$ cat src/idb_params.svh
// Constants for the identify parameter block generator
`ifndef IDB_PARAMS_SVH
`define IDB_PARAMS_SVH
`define IDB_CFG_REMOVABLE 16'h848a
`define IDB_CFG_FIXED 16'h045a
`define IDB_W5_VAL 16'h0200
`define IDB_W20_VAL 16'h0002
`define IDB_W21_VAL 16'h0002
`define IDB_W22_VAL 16'h0004
`define IDB_W47_BASE 16'h8000
`define IDB_W49_DMA 16'h0f00
`define IDB_W49_NODMA 16'h0e00
`define IDB_PIO_MODE_VAL 16'h0200
`define IDB_VALIDITY_VAL 16'h0007
`define IDB_MULTI_VAL 16'h0101
`define IDB_MDMA_FIXED 16'h0007
`define IDB_ADV_PIO_VAL 16'h0003
`define IDB_CYCLE_VAL 16'h0078
`define IDB_ATA_VER_VAL 16'h0020
`define IDB_UDMA_SUP 16'h001f
`define IDB_UDMA_DEF_SEL 3'h4
`define IDB_POWER_VAL 16'ha064
`define IDB_ADV_IDE_VAL 16'h0012
`define IDB_ADV_PCC_VAL 16'h001b
`define IDB_PAD_BYTE 8'h20
`define IDB_LAST_WORD 8'hff
`endif

$ cat src/idb_fifo.sv
// Empty on purpose: the FIFO module is defined in idb_gen.sv

$ cat src/idb_pkg.sv
// Types for the identify parameter block generator
package idb_pkg;
  typedef enum logic {IDB_MODE_PCCARD, IDB_MODE_FIXED} idb_mode_t;
  typedef enum logic [1:0] {IDB_IDLE, IDB_FILL, IDB_DONE} idb_state_t;
endpackage

$ cat src/idb_gen.sv
// Identify parameter block generator: words 0..255 into a FIFO
`timescale 1ns/100ps
`include "idb_params.svh"
// Functional notes
// - Word 0 is 848Ah in PC-card mode
// - Word 0 is 045Ah in fixed-disk mode
// - Word 51 returns 0200h
// - Words 54-56 current cylinders, heads, sectors
// - Words 57-58 capacity, low word first
// - Word 59 returns 0101h
// - Words 60-61 LBA addressable sector total
// - Word 63 0007h fixed, 0000h PC-card
// - Word 64 returns 0003h
// - Word 65 0078h fixed, zero PC-card
// - Word 66 0078h fixed, zero PC-card
// - Words 67 and 68 return 0078h
// - Word 88 UDMA 0-4 plus selected mode
// - Words 89 and 90 return zero
// - Word 160 returns A064h
// - Word 163 0012h fixed, zero PC-card
// - Word 164 001Bh, zero in PC-card
// - Words 165 to 255 return zero
// - Words 7-8 equal first invalid LBA
// - Serial text right justified, 20h padded
// - Model text left justified, 20h padded
// - Word 47 gives max multiple sectors
// - Delivered like a sector read stream
// - Word 7 high half, word 8 low
module idb_gen
  import idb_pkg::*;
#(
  parameter int SER_CHARS = 20,
  parameter int MOD_CHARS = 40,
  parameter int FW_CHARS = 8,
  parameter int FIFO_DEPTH = 16
) (
  input wire logic clk_i,                      // Clock, 50 MHz
  input wire logic arst_n_i,                   // Async reset, active low
  input wire idb_pkg::idb_mode_t mode_i,       // Interface mode
  input wire logic start_i,                    // Begin a block, pulse
  input wire logic dma_en_i,                   // DMA capable config
  input wire logic multi_flash_i,              // More than one flash
  input wire logic [2:0] udma_sel_i,           // Selected UDMA mode
  input wire logic udma_sel_vld_i,             // Mode selection valid
  input wire logic [15:0] def_cyl_i,           // Default cylinders
  input wire logic [7:0] def_head_i,           // Default heads
  input wire logic [15:0] def_spt_i,           // Default sectors/track
  input wire logic [15:0] cur_cyl_i,           // Current cylinders
  input wire logic [15:0] cur_head_i,          // Current heads
  input wire logic [15:0] cur_spt_i,           // Current sectors/track
  input wire logic [31:0] cur_cap_i,           // Current capacity
  input wire logic [31:0] lba_total_i,         // LBA sector total
  input wire logic [8*SER_CHARS-1:0] ser_i,    // Serial, first char high
  input wire logic [7:0] ser_len_i,            // Serial chars used
  input wire logic [8*MOD_CHARS-1:0] model_i,  // Model, first char high
  input wire logic [7:0] model_len_i,          // Model chars used
  input wire logic [8*FW_CHARS-1:0] fw_i,      // Firmware revision
  output logic [15:0] data_o,                  // Word to data path
  output logic [7:0] index_o,                  // Index of data_o
  output logic valid_o,                        // Word available
  input wire logic ready_i,                    // Data path takes word
  output logic busy_o                          // Block in progress
);
  import idb_pkg::*;
  if (SER_CHARS != 20 || MOD_CHARS != 40 || FW_CHARS != 8) begin : g_bad_text
    $error("idb_gen: string widths fixed by the word layout");
  end

  ////////////////////////////////////////////////////////////////////////////
  // Text field helpers
  // Right justified: field chars after the pad are taken from the string head
  function automatic logic [7:0] rj_char(input logic [8*SER_CHARS-1:0] s,
                                         input logic [7:0] len,
                                         input int c);
    int pad;
    pad = SER_CHARS - int'(len);
    if (c < pad) rj_char = `IDB_PAD_BYTE;
    else rj_char = s[8*(SER_CHARS-1-(c-pad)) +: 8];
  endfunction

  function automatic logic [7:0] lj_char(input logic [8*MOD_CHARS-1:0] s,
                                         input logic [7:0] len,
                                         input int c);
    if (c >= int'(len)) lj_char = `IDB_PAD_BYTE;
    else lj_char = s[8*(MOD_CHARS-1-c) +: 8];
  endfunction

  ////////////////////////////////////////////////////////////////////////////
  // Word value table
  logic [2:0] udma_sel_r, udma_sel_nxt;
  logic [15:0] word_val;
  logic [7:0] idx_r, idx_nxt;
  logic fixed;
  int ci;
  always_comb begin
    fixed = (mode_i == IDB_MODE_FIXED);
    ci = 0;
    word_val = 16'h0000;
    unique case (idx_r) inside
      8'd0: word_val = fixed ? `IDB_CFG_FIXED : `IDB_CFG_REMOVABLE;
      8'd1: word_val = def_cyl_i;
      8'd3: word_val = {8'h00, def_head_i};
      8'd5: word_val = `IDB_W5_VAL;
      8'd6: word_val = def_spt_i;
      8'd7: word_val = lba_total_i[31:16];
      8'd8: word_val = lba_total_i[15:0];
      [8'd10:8'd19]: begin
        ci = 2 * (int'(idx_r) - 10);
        word_val = {rj_char(ser_i, ser_len_i, ci),
                    rj_char(ser_i, ser_len_i, ci + 1)};
      end
      8'd20: word_val = `IDB_W20_VAL;
      8'd21: word_val = `IDB_W21_VAL;
      8'd22: word_val = `IDB_W22_VAL;
      [8'd23:8'd26]: begin
        ci = 2 * (int'(idx_r) - 23);
        word_val = fw_i[8*(FW_CHARS-2-ci) +: 16];
      end
      [8'd27:8'd46]: begin
        ci = 2 * (int'(idx_r) - 27);
        word_val = {lj_char(model_i, model_len_i, ci),
                    lj_char(model_i, model_len_i, ci + 1)};
      end
      8'd47: word_val = `IDB_W47_BASE | (multi_flash_i ? 16'h0002 : 16'h0001);
      8'd49: word_val = (fixed && dma_en_i) ? `IDB_W49_DMA : `IDB_W49_NODMA;
      8'd51: word_val = `IDB_PIO_MODE_VAL;
      8'd53: word_val = `IDB_VALIDITY_VAL;
      8'd54: word_val = cur_cyl_i;
      8'd55: word_val = cur_head_i;
      8'd56: word_val = cur_spt_i;
      8'd57: word_val = cur_cap_i[15:0];
      8'd58: word_val = cur_cap_i[31:16];
      8'd59: word_val = `IDB_MULTI_VAL;
      8'd60: word_val = lba_total_i[15:0];
      8'd61: word_val = lba_total_i[31:16];
      8'd63: word_val = fixed ? `IDB_MDMA_FIXED : 16'h0000;
      8'd64: word_val = `IDB_ADV_PIO_VAL;
      8'd65, 8'd66: word_val = fixed ? `IDB_CYCLE_VAL : 16'h0000;
      8'd67, 8'd68: word_val = `IDB_CYCLE_VAL;
      8'd80: word_val = `IDB_ATA_VER_VAL;
      8'd88: word_val = (16'h0100 << udma_sel_r) | `IDB_UDMA_SUP;
      // words 89, 90 zero via default
      8'd160: word_val = `IDB_POWER_VAL;
      8'd163: word_val = fixed ? `IDB_ADV_IDE_VAL : 16'h0000;
      8'd164: word_val = fixed ? `IDB_ADV_PCC_VAL : 16'h0000;
      default: word_val = 16'h0000;
    endcase
  end

  ////////////////////////////////////////////////////////////////////////////
  // Sequencer filling the FIFO
  idb_state_t st_r, st_nxt;
  logic fifo_wready, fifo_wvalid;
  logic [23:0] out_word;
  logic out_valid, out_take;
  always_comb begin
    st_nxt = st_r;
    idx_nxt = idx_r;
    fifo_wvalid = 1'b0;
    udma_sel_nxt = udma_sel_vld_i ? udma_sel_i : udma_sel_r;
    unique case (st_r)
      IDB_IDLE: begin
        // Refused while the previous last word still waits
        if (start_i && !busy_o) begin
          st_nxt = IDB_FILL;
          idx_nxt = 8'h00;
        end
      end
      IDB_FILL: begin
        fifo_wvalid = 1'b1;
        if (fifo_wready) begin
          if (idx_r == `IDB_LAST_WORD) st_nxt = IDB_DONE;
          else idx_nxt = idx_r + 8'h01;
        end
      end
      IDB_DONE: begin
        if (!out_valid) st_nxt = IDB_IDLE;
      end
    endcase
  end
  always_ff @(posedge clk_i or negedge arst_n_i) begin
    if (!arst_n_i) begin
      st_r <= IDB_IDLE;
      idx_r <= 8'h00;
      udma_sel_r <= `IDB_UDMA_DEF_SEL;
    end else begin
      st_r <= st_nxt;
      idx_r <= idx_nxt;
      udma_sel_r <= udma_sel_nxt;
    end
  end

  ////////////////////////////////////////////////////////////////////////////
  // FIFO and registered output stage
  idb_fifo #(.WIDTH(24), .DEPTH(FIFO_DEPTH)) u_fifo (
    .clk_i(clk_i),
    .arst_n_i(arst_n_i),
    .wdata_i({idx_r, word_val}),
    .wvalid_i(fifo_wvalid),
    .wready_o(fifo_wready),
    .rdata_o(out_word),
    .rvalid_o(out_valid),
    .rready_i(out_take)
  );
  logic [15:0] data_nxt;
  logic [7:0] index_nxt;
  logic valid_nxt, busy_nxt;
  // Skid-free output: refill when empty or word consumed
  always_comb begin
    out_take = !valid_o || ready_i;
    valid_nxt = out_take ? out_valid : valid_o;
    data_nxt = (out_take && out_valid) ? out_word[15:0] : data_o;
    index_nxt = (out_take && out_valid) ? out_word[23:16] : index_o;
    busy_nxt = (st_nxt != IDB_IDLE) || valid_nxt;
  end
  always_ff @(posedge clk_i or negedge arst_n_i) begin
    if (!arst_n_i) begin
      data_o <= 16'h0000;
      index_o <= 8'h00;
      valid_o <= 1'b0;
      busy_o <= 1'b0;
    end else begin
      data_o <= data_nxt;
      index_o <= index_nxt;
      valid_o <= valid_nxt;
      busy_o <= busy_nxt;
    end
  end
endmodule // idb_gen

////////////////////////////////////////////////////////////////////////////
// Synchronous FIFO with valid/ready on both sides
module idb_fifo #(
  parameter int WIDTH = 24,
  parameter int DEPTH = 16
) (
  input wire logic clk_i,               // Clock
  input wire logic arst_n_i,            // Async reset, active low
  input wire logic [WIDTH-1:0] wdata_i, // Write data
  input wire logic wvalid_i,            // Write valid
  output logic wready_o,                // Not full
  output logic [WIDTH-1:0] rdata_o,     // Read data
  output logic rvalid_o,                // Not empty
  input wire logic rready_i             // Read ready
);
  localparam int AW = $clog2(DEPTH);
  // Wrap-bit full test only works for a power of two
  if (WIDTH < 1 || DEPTH < 2 || (1 << AW) != DEPTH) begin : g_bad_size
    $error("idb_fifo: DEPTH must be a power of two of 2 or more");
  end
  logic [WIDTH-1:0] mem_r [DEPTH];
  logic [AW:0] wp_r, wp_nxt, rp_r, rp_nxt;
  logic do_wr, do_rd;
  always_comb begin
    do_wr = wvalid_i && wready_o;
    do_rd = rvalid_o && rready_i;
    wp_nxt = do_wr ? wp_r + 1'b1 : wp_r;
    rp_nxt = do_rd ? rp_r + 1'b1 : rp_r;
  end
  assign wready_o = !((wp_r[AW] != rp_r[AW]) &&
                      (wp_r[AW-1:0] == rp_r[AW-1:0]));
  assign rvalid_o = (wp_r != rp_r);
  assign rdata_o = mem_r[rp_r[AW-1:0]];
  always_ff @(posedge clk_i or negedge arst_n_i) begin
    if (!arst_n_i) begin
      wp_r <= '0;
      rp_r <= '0;
    end else begin
      wp_r <= wp_nxt;
      rp_r <= rp_nxt;
    end
  end
  // Storage holds no reset; only pointers define content
  always_ff @(posedge clk_i) begin
    if (do_wr) begin
      mem_r[wp_r[AW-1:0]] <= wdata_i;
    end
  end
endmodule // idb_fifo

$ cat config.mk
export PLATFORM = sky130hd
export DESIGN_NAME = idb_gen
export DESIGN_NICKNAME = d
export VERILOG_FILES = /design/src/idb_fifo.sv /design/src/idb_pkg.sv /design/src/idb_gen.sv
export VERILOG_INCLUDE_DIRS = /design/src /design/src/src
export SDC_FILE = /design/constraint.sdc
export NUM_CORES = 1
export LEC_CHECK = 0
export ABC_AREA = 1
export BUFFER_PORTS_ARGS = -buffer_cell sky130_fd_sc_hd__buf_2
export CORE_AREA = 2 2 289 291
export DETAILED_ROUTE_END_ITERATION = 10
export DIE_AREA = 0 0 291 293
export SLEW_MARGIN = 20
export SYNTH_ARGS = -nofsm -noshare
export SYNTH_HDL_FRONTEND = slang
export SYNTH_SLANG_ARGS = --single-unit
$ cat constraint.sdc
create_clock -name clk_i -period 10.4 [get_ports clk_i]
set_input_delay 0.52 -clock clk_i [delete_from_list [all_inputs] [get_ports clk_i]]
set_output_delay 0.52 -clock clk_i [all_outputs]
set_load 0.02 [all_outputs]
==> flow_summary_export.csv <==
group,metric,value,unit
placement,globalplace.congestion,1.07,
timing,maxSlewViolCount,0,
detailed_routing,drt_iter0_drc,3840,
timing,rsz0062_at_grt,"false",
pwr,p_per_area,276,mW/mm^2
synth,synthXorXnorAreaFrac,0.0105,
pwr,p_sw,4.49,mW
finish,layout.cells.non_filler,4963,
synth,syn_avg_cell_area,8.20,sq um
synth,synth.area.mux_share,0.000426,
timing,fin_skew,0.0315,ns
synth,yosysWarnings,0,
synth,synth_nets,3988,
pwr,ir_worst_vdd,175,uV
finish,multiInputGateArea,0.0122,sq mm
timing,fin_crit_sh,0.580,
cts,clockRootBuffer,"clkbuf_16",
timing,worst_pin_slew,1.18,ns
finish,area_growth,23.6,%
global_route,grt.total_usage,0.314,
finish,final_common_cell,"buf_2",
placement,dp_hpwl,105000,microns
global_route,met1_usage,0.415,
timing,slew_headroom,0.212,
setup_path,worst-path-max-fanout,49,
cts,clkTransAtPathRegs,0.07,ns
detailed_routing,ant_nets,0,
synth,synth_enable_flop_cells,384,
finish,num-fill-cells,8455,
die,die_w,291,microns
finish,final_core_util,0.399,
die,die_y,293,microns
cts,post-cts-setup-buffer-count,0,
synth,synth_area,0.0264,sq mm
detailed_routing,drc,0,
status,outcome,"finished clean",
setup_path,r2r_slack,4.46,ns
detailed_routing,vias,28200,
cts,hold_buffers,0,
synth,synthSimpleGateAreaFrac,0.205,
cts,cts.sinks,433,
cts,clk_latency,0.57,ns
cts,cts_inserted_buffers,44,
pwr,pwr-share-comb,0.551,
synth,ys.flop_type,"edfxtp_1",
synth,async_flop_share,0.113,
timing,setup_tns,0,ns
global_route,use_met3,0.0662,
timing,setup_viol,0,
setup_path,crit-reg2reg-capture,"u_fifo.mem_r[14][0]$_DFFE_PP_",
placement,io_buffers,748,
global_route,grt_overflow,0,
die,core_area,0.0818,sq mm
setup_path,cp-start-kind,"input pin",
pwr,p_leak,13.4,nW
synth,netlist_instances,3221,
detailed_routing,wl_per_cell,28.1,microns
synth,yosys.area.top_type,"edfxtp_1",
global_route,antenna_found_initial,21,
finish,mostFrequentLayoutCells,"748 x buf_2, 532 x nor2_1, 526 x nand2_1",
detailed_routing,vias_per_cell,5.68,
synth,synth_top_cell_area_share,0.437,
global_route,met2_usage,0.490,
die,initial_core_util,0.323,
job,drv_cap,0,
cts,cts_tree,"yes",
global_route,top_usage_layer,"met2",
finish,regArea,0.0128,sq mm
synth,synth_compound_area_frac,0.220,
pwr,swShare,0.498,
timing,finalHoldViolations,0,
detailed_routing,first_pass_iters,7,
die,num_rows,105,
pwr,power.share.clock,0.177,
setup_path,crit_type,"input pin to flop",
synth,ys_seq_elements,433,
timing,whs,0.131,ns
cts,cts_resized,0,
finish,fin_nets,4610,
detailed_routing,drt_wl_total,139000,microns
pwr,sequentialPowerShare,0.273,
finish,drive_gt1_frac,0.243,
global_route,grt_max_degree,100,
synth,ys_seq_area_frac,0.483,
setup_path,crit_required,10.65,ns
global_route,grt_pass1_wl,192000,microns
placement,placed_cells,4867,
setup_path,timing.rr.start,"idx_r[1]$_DFFE_PN0P_",
pwr,p_int,4.52,mW
min_path,hold_path_class,"input pin to async pin",
timing,fmax,166,MHz
synth,synthTopCellsByArea,"edfxtp_1 44%, o21ai_0 9.4%, nor2_1 7.8%",
die,ios,749,
cts,clockBufferDepth,3,
synth,synthAdderAreaFrac,0.0214,
synth,synth_top_family_by_area,"compound AO/OA/AOI/OAI gates",
setup_path,reg2reg_depth,13,
pwr,total_power,9.01,mW
cts,htreeDepth,2,
timing,min_period,6.03,ns
die,die_area,0.0853,sq mm
setup_path,arrival,6.28,ns
setup_path,critPathCaptureType,"flop",
synth,synth_cell_type_count,58,
global_route,grt_pass1_vias,26200,
worst max-delay path: stages:
cell and delay (ns):
buf_2 0.08, buf_4 0.42, inv_2 0.42, ha_1 0.36, xnor2_1 0.28, ha_1 0.34
inv_1 0.10, ha_1 0.17, inv_1 0.06, fa_1 0.55, clkinv_1 0.30, nor2_1 0.74
inv_1 0.36, nor2_1 0.50, nand3_1 0.15, a21oi_1 0.23, nand3_1 0.11, nand3_1 0.54
routing by layer:
metal | vias up | wire length [microns]
met5 | - | 75
met4 | 12 | 7530
met3 | 260 | 13300
met2 | 1619 | 62500
met1 | 13600 | 56100
li1 | 12700 | -
area by class of cell:
type	count	share of cell area
antenna	15	0.00115
clock buffer	56	0.0369
clock inverter	25	0.00747
inverter	175	0.0204
multi-input combinational	2396	0.375
sequential	433	0.391
tap	1070	0.0410
timing repair buffer	793	0.127
through the flow:
step / setup WS [ns] / area (sq um)
2_1_floorplan: 5.92 / 26400
3_3_place_gp: 4.32 / 31100
3_5_place_dp: 4.04 / 31200
4_1_cts: 4.60 / 32600
5_1_grt: 3.93 / 32600
6_report: 4.37 / 32600
power groups by stage:
| stage | clock [mW] | combinational, mW | sequential, mW |
|---|---|---|---|
| 2_1_floorplan | 0 | 2.85 | 2.46 |
| 6_report | 1.59 | 4.96 | 2.46 |
| 4_1_cts | 1.60 | 4.85 | 2.45 |
| 3_5_place_dp | 0 | 4.82 | 2.49 |
| 3_3_place_gp | 0 | 4.81 | 2.48 |
| 5_1_grt | 1.68 | 5.30 | 2.48 |
cell usage after synthesis (3+ instances only):
cell type and instances:
o2111ai_1 4, nor3_1 10, xnor2_1 8, a21oi_1 166, buf_1 11, nand2_1 526, a22o_1 18, a211oi_1 13
o221ai_1 46, o22ai_1 116, nand3_1 153, o31ai_1 3, nand4_1 40, nor2_2 17, xor2_2 3, buf_6 3
xor2_1 18, nand2_2 6, nor4_1 3, buf_2 50, dfrtp_1 48, inv_1 156, a221oi_1 36, and2_1 3
o211ai_1 63, clkbuf_1 152, nor2_1 550, nand2_4 3, a22oi_1 6, edfxtp_1 384, o21ai_0 495, inv_2 11
o21ai_1 19, ha_1 42, a41oi_1 3, clkinv_1 8
registers in the layout, indices dropped and copies added, names as in the netlist:
| signal | flops |
|---|---|
| busy_o | 1 |
| data_o | 16 |
| idx_r | 8 |
| index_o | 8 |
| st_r | 2 |
| u_fifo.mem_r | 384 |
| u_fifo.rp_r | 5 |
| u_fifo.wp_r | 5 |
| udma_sel_r | 3 |
| valid_o | 1 |
kinds of logic (layout without fill, tap and decap cells):
group           after synthesis  count (layout)
mux                           1               1
other cells                   0              15
xor+xnor                     29              29
compound gates             1000            1000
buf+inv                     392            1049
flops                       433             433
simple gates               1322            1322
fa+ha+maj                    44              44
worst max path at each step:
stage,slack [ns],end,from
after floorplan,5.92,u_fifo.mem_r[0][2]$_DFFE_PP_,ser_len_i[0]
after global placement,4.32,u_fifo.mem_r[13][1]$_DFFE_PP_,ser_len_i[0]
after detailed placement,4.04,u_fifo.mem_r[13][1]$_DFFE_PP_,ser_len_i[0]
after CTS,4.60,u_fifo.mem_r[8][0]$_DFFE_PP_,ser_len_i[0]
after global routing,3.93,u_fifo.mem_r[0][2]$_DFFE_PP_,ser_len_i[0]
final,4.37,u_fifo.mem_r[14][0]$_DFFE_PP_,ser_len_i[0]
Note: power is estimated with default switching activity, not from simulation.
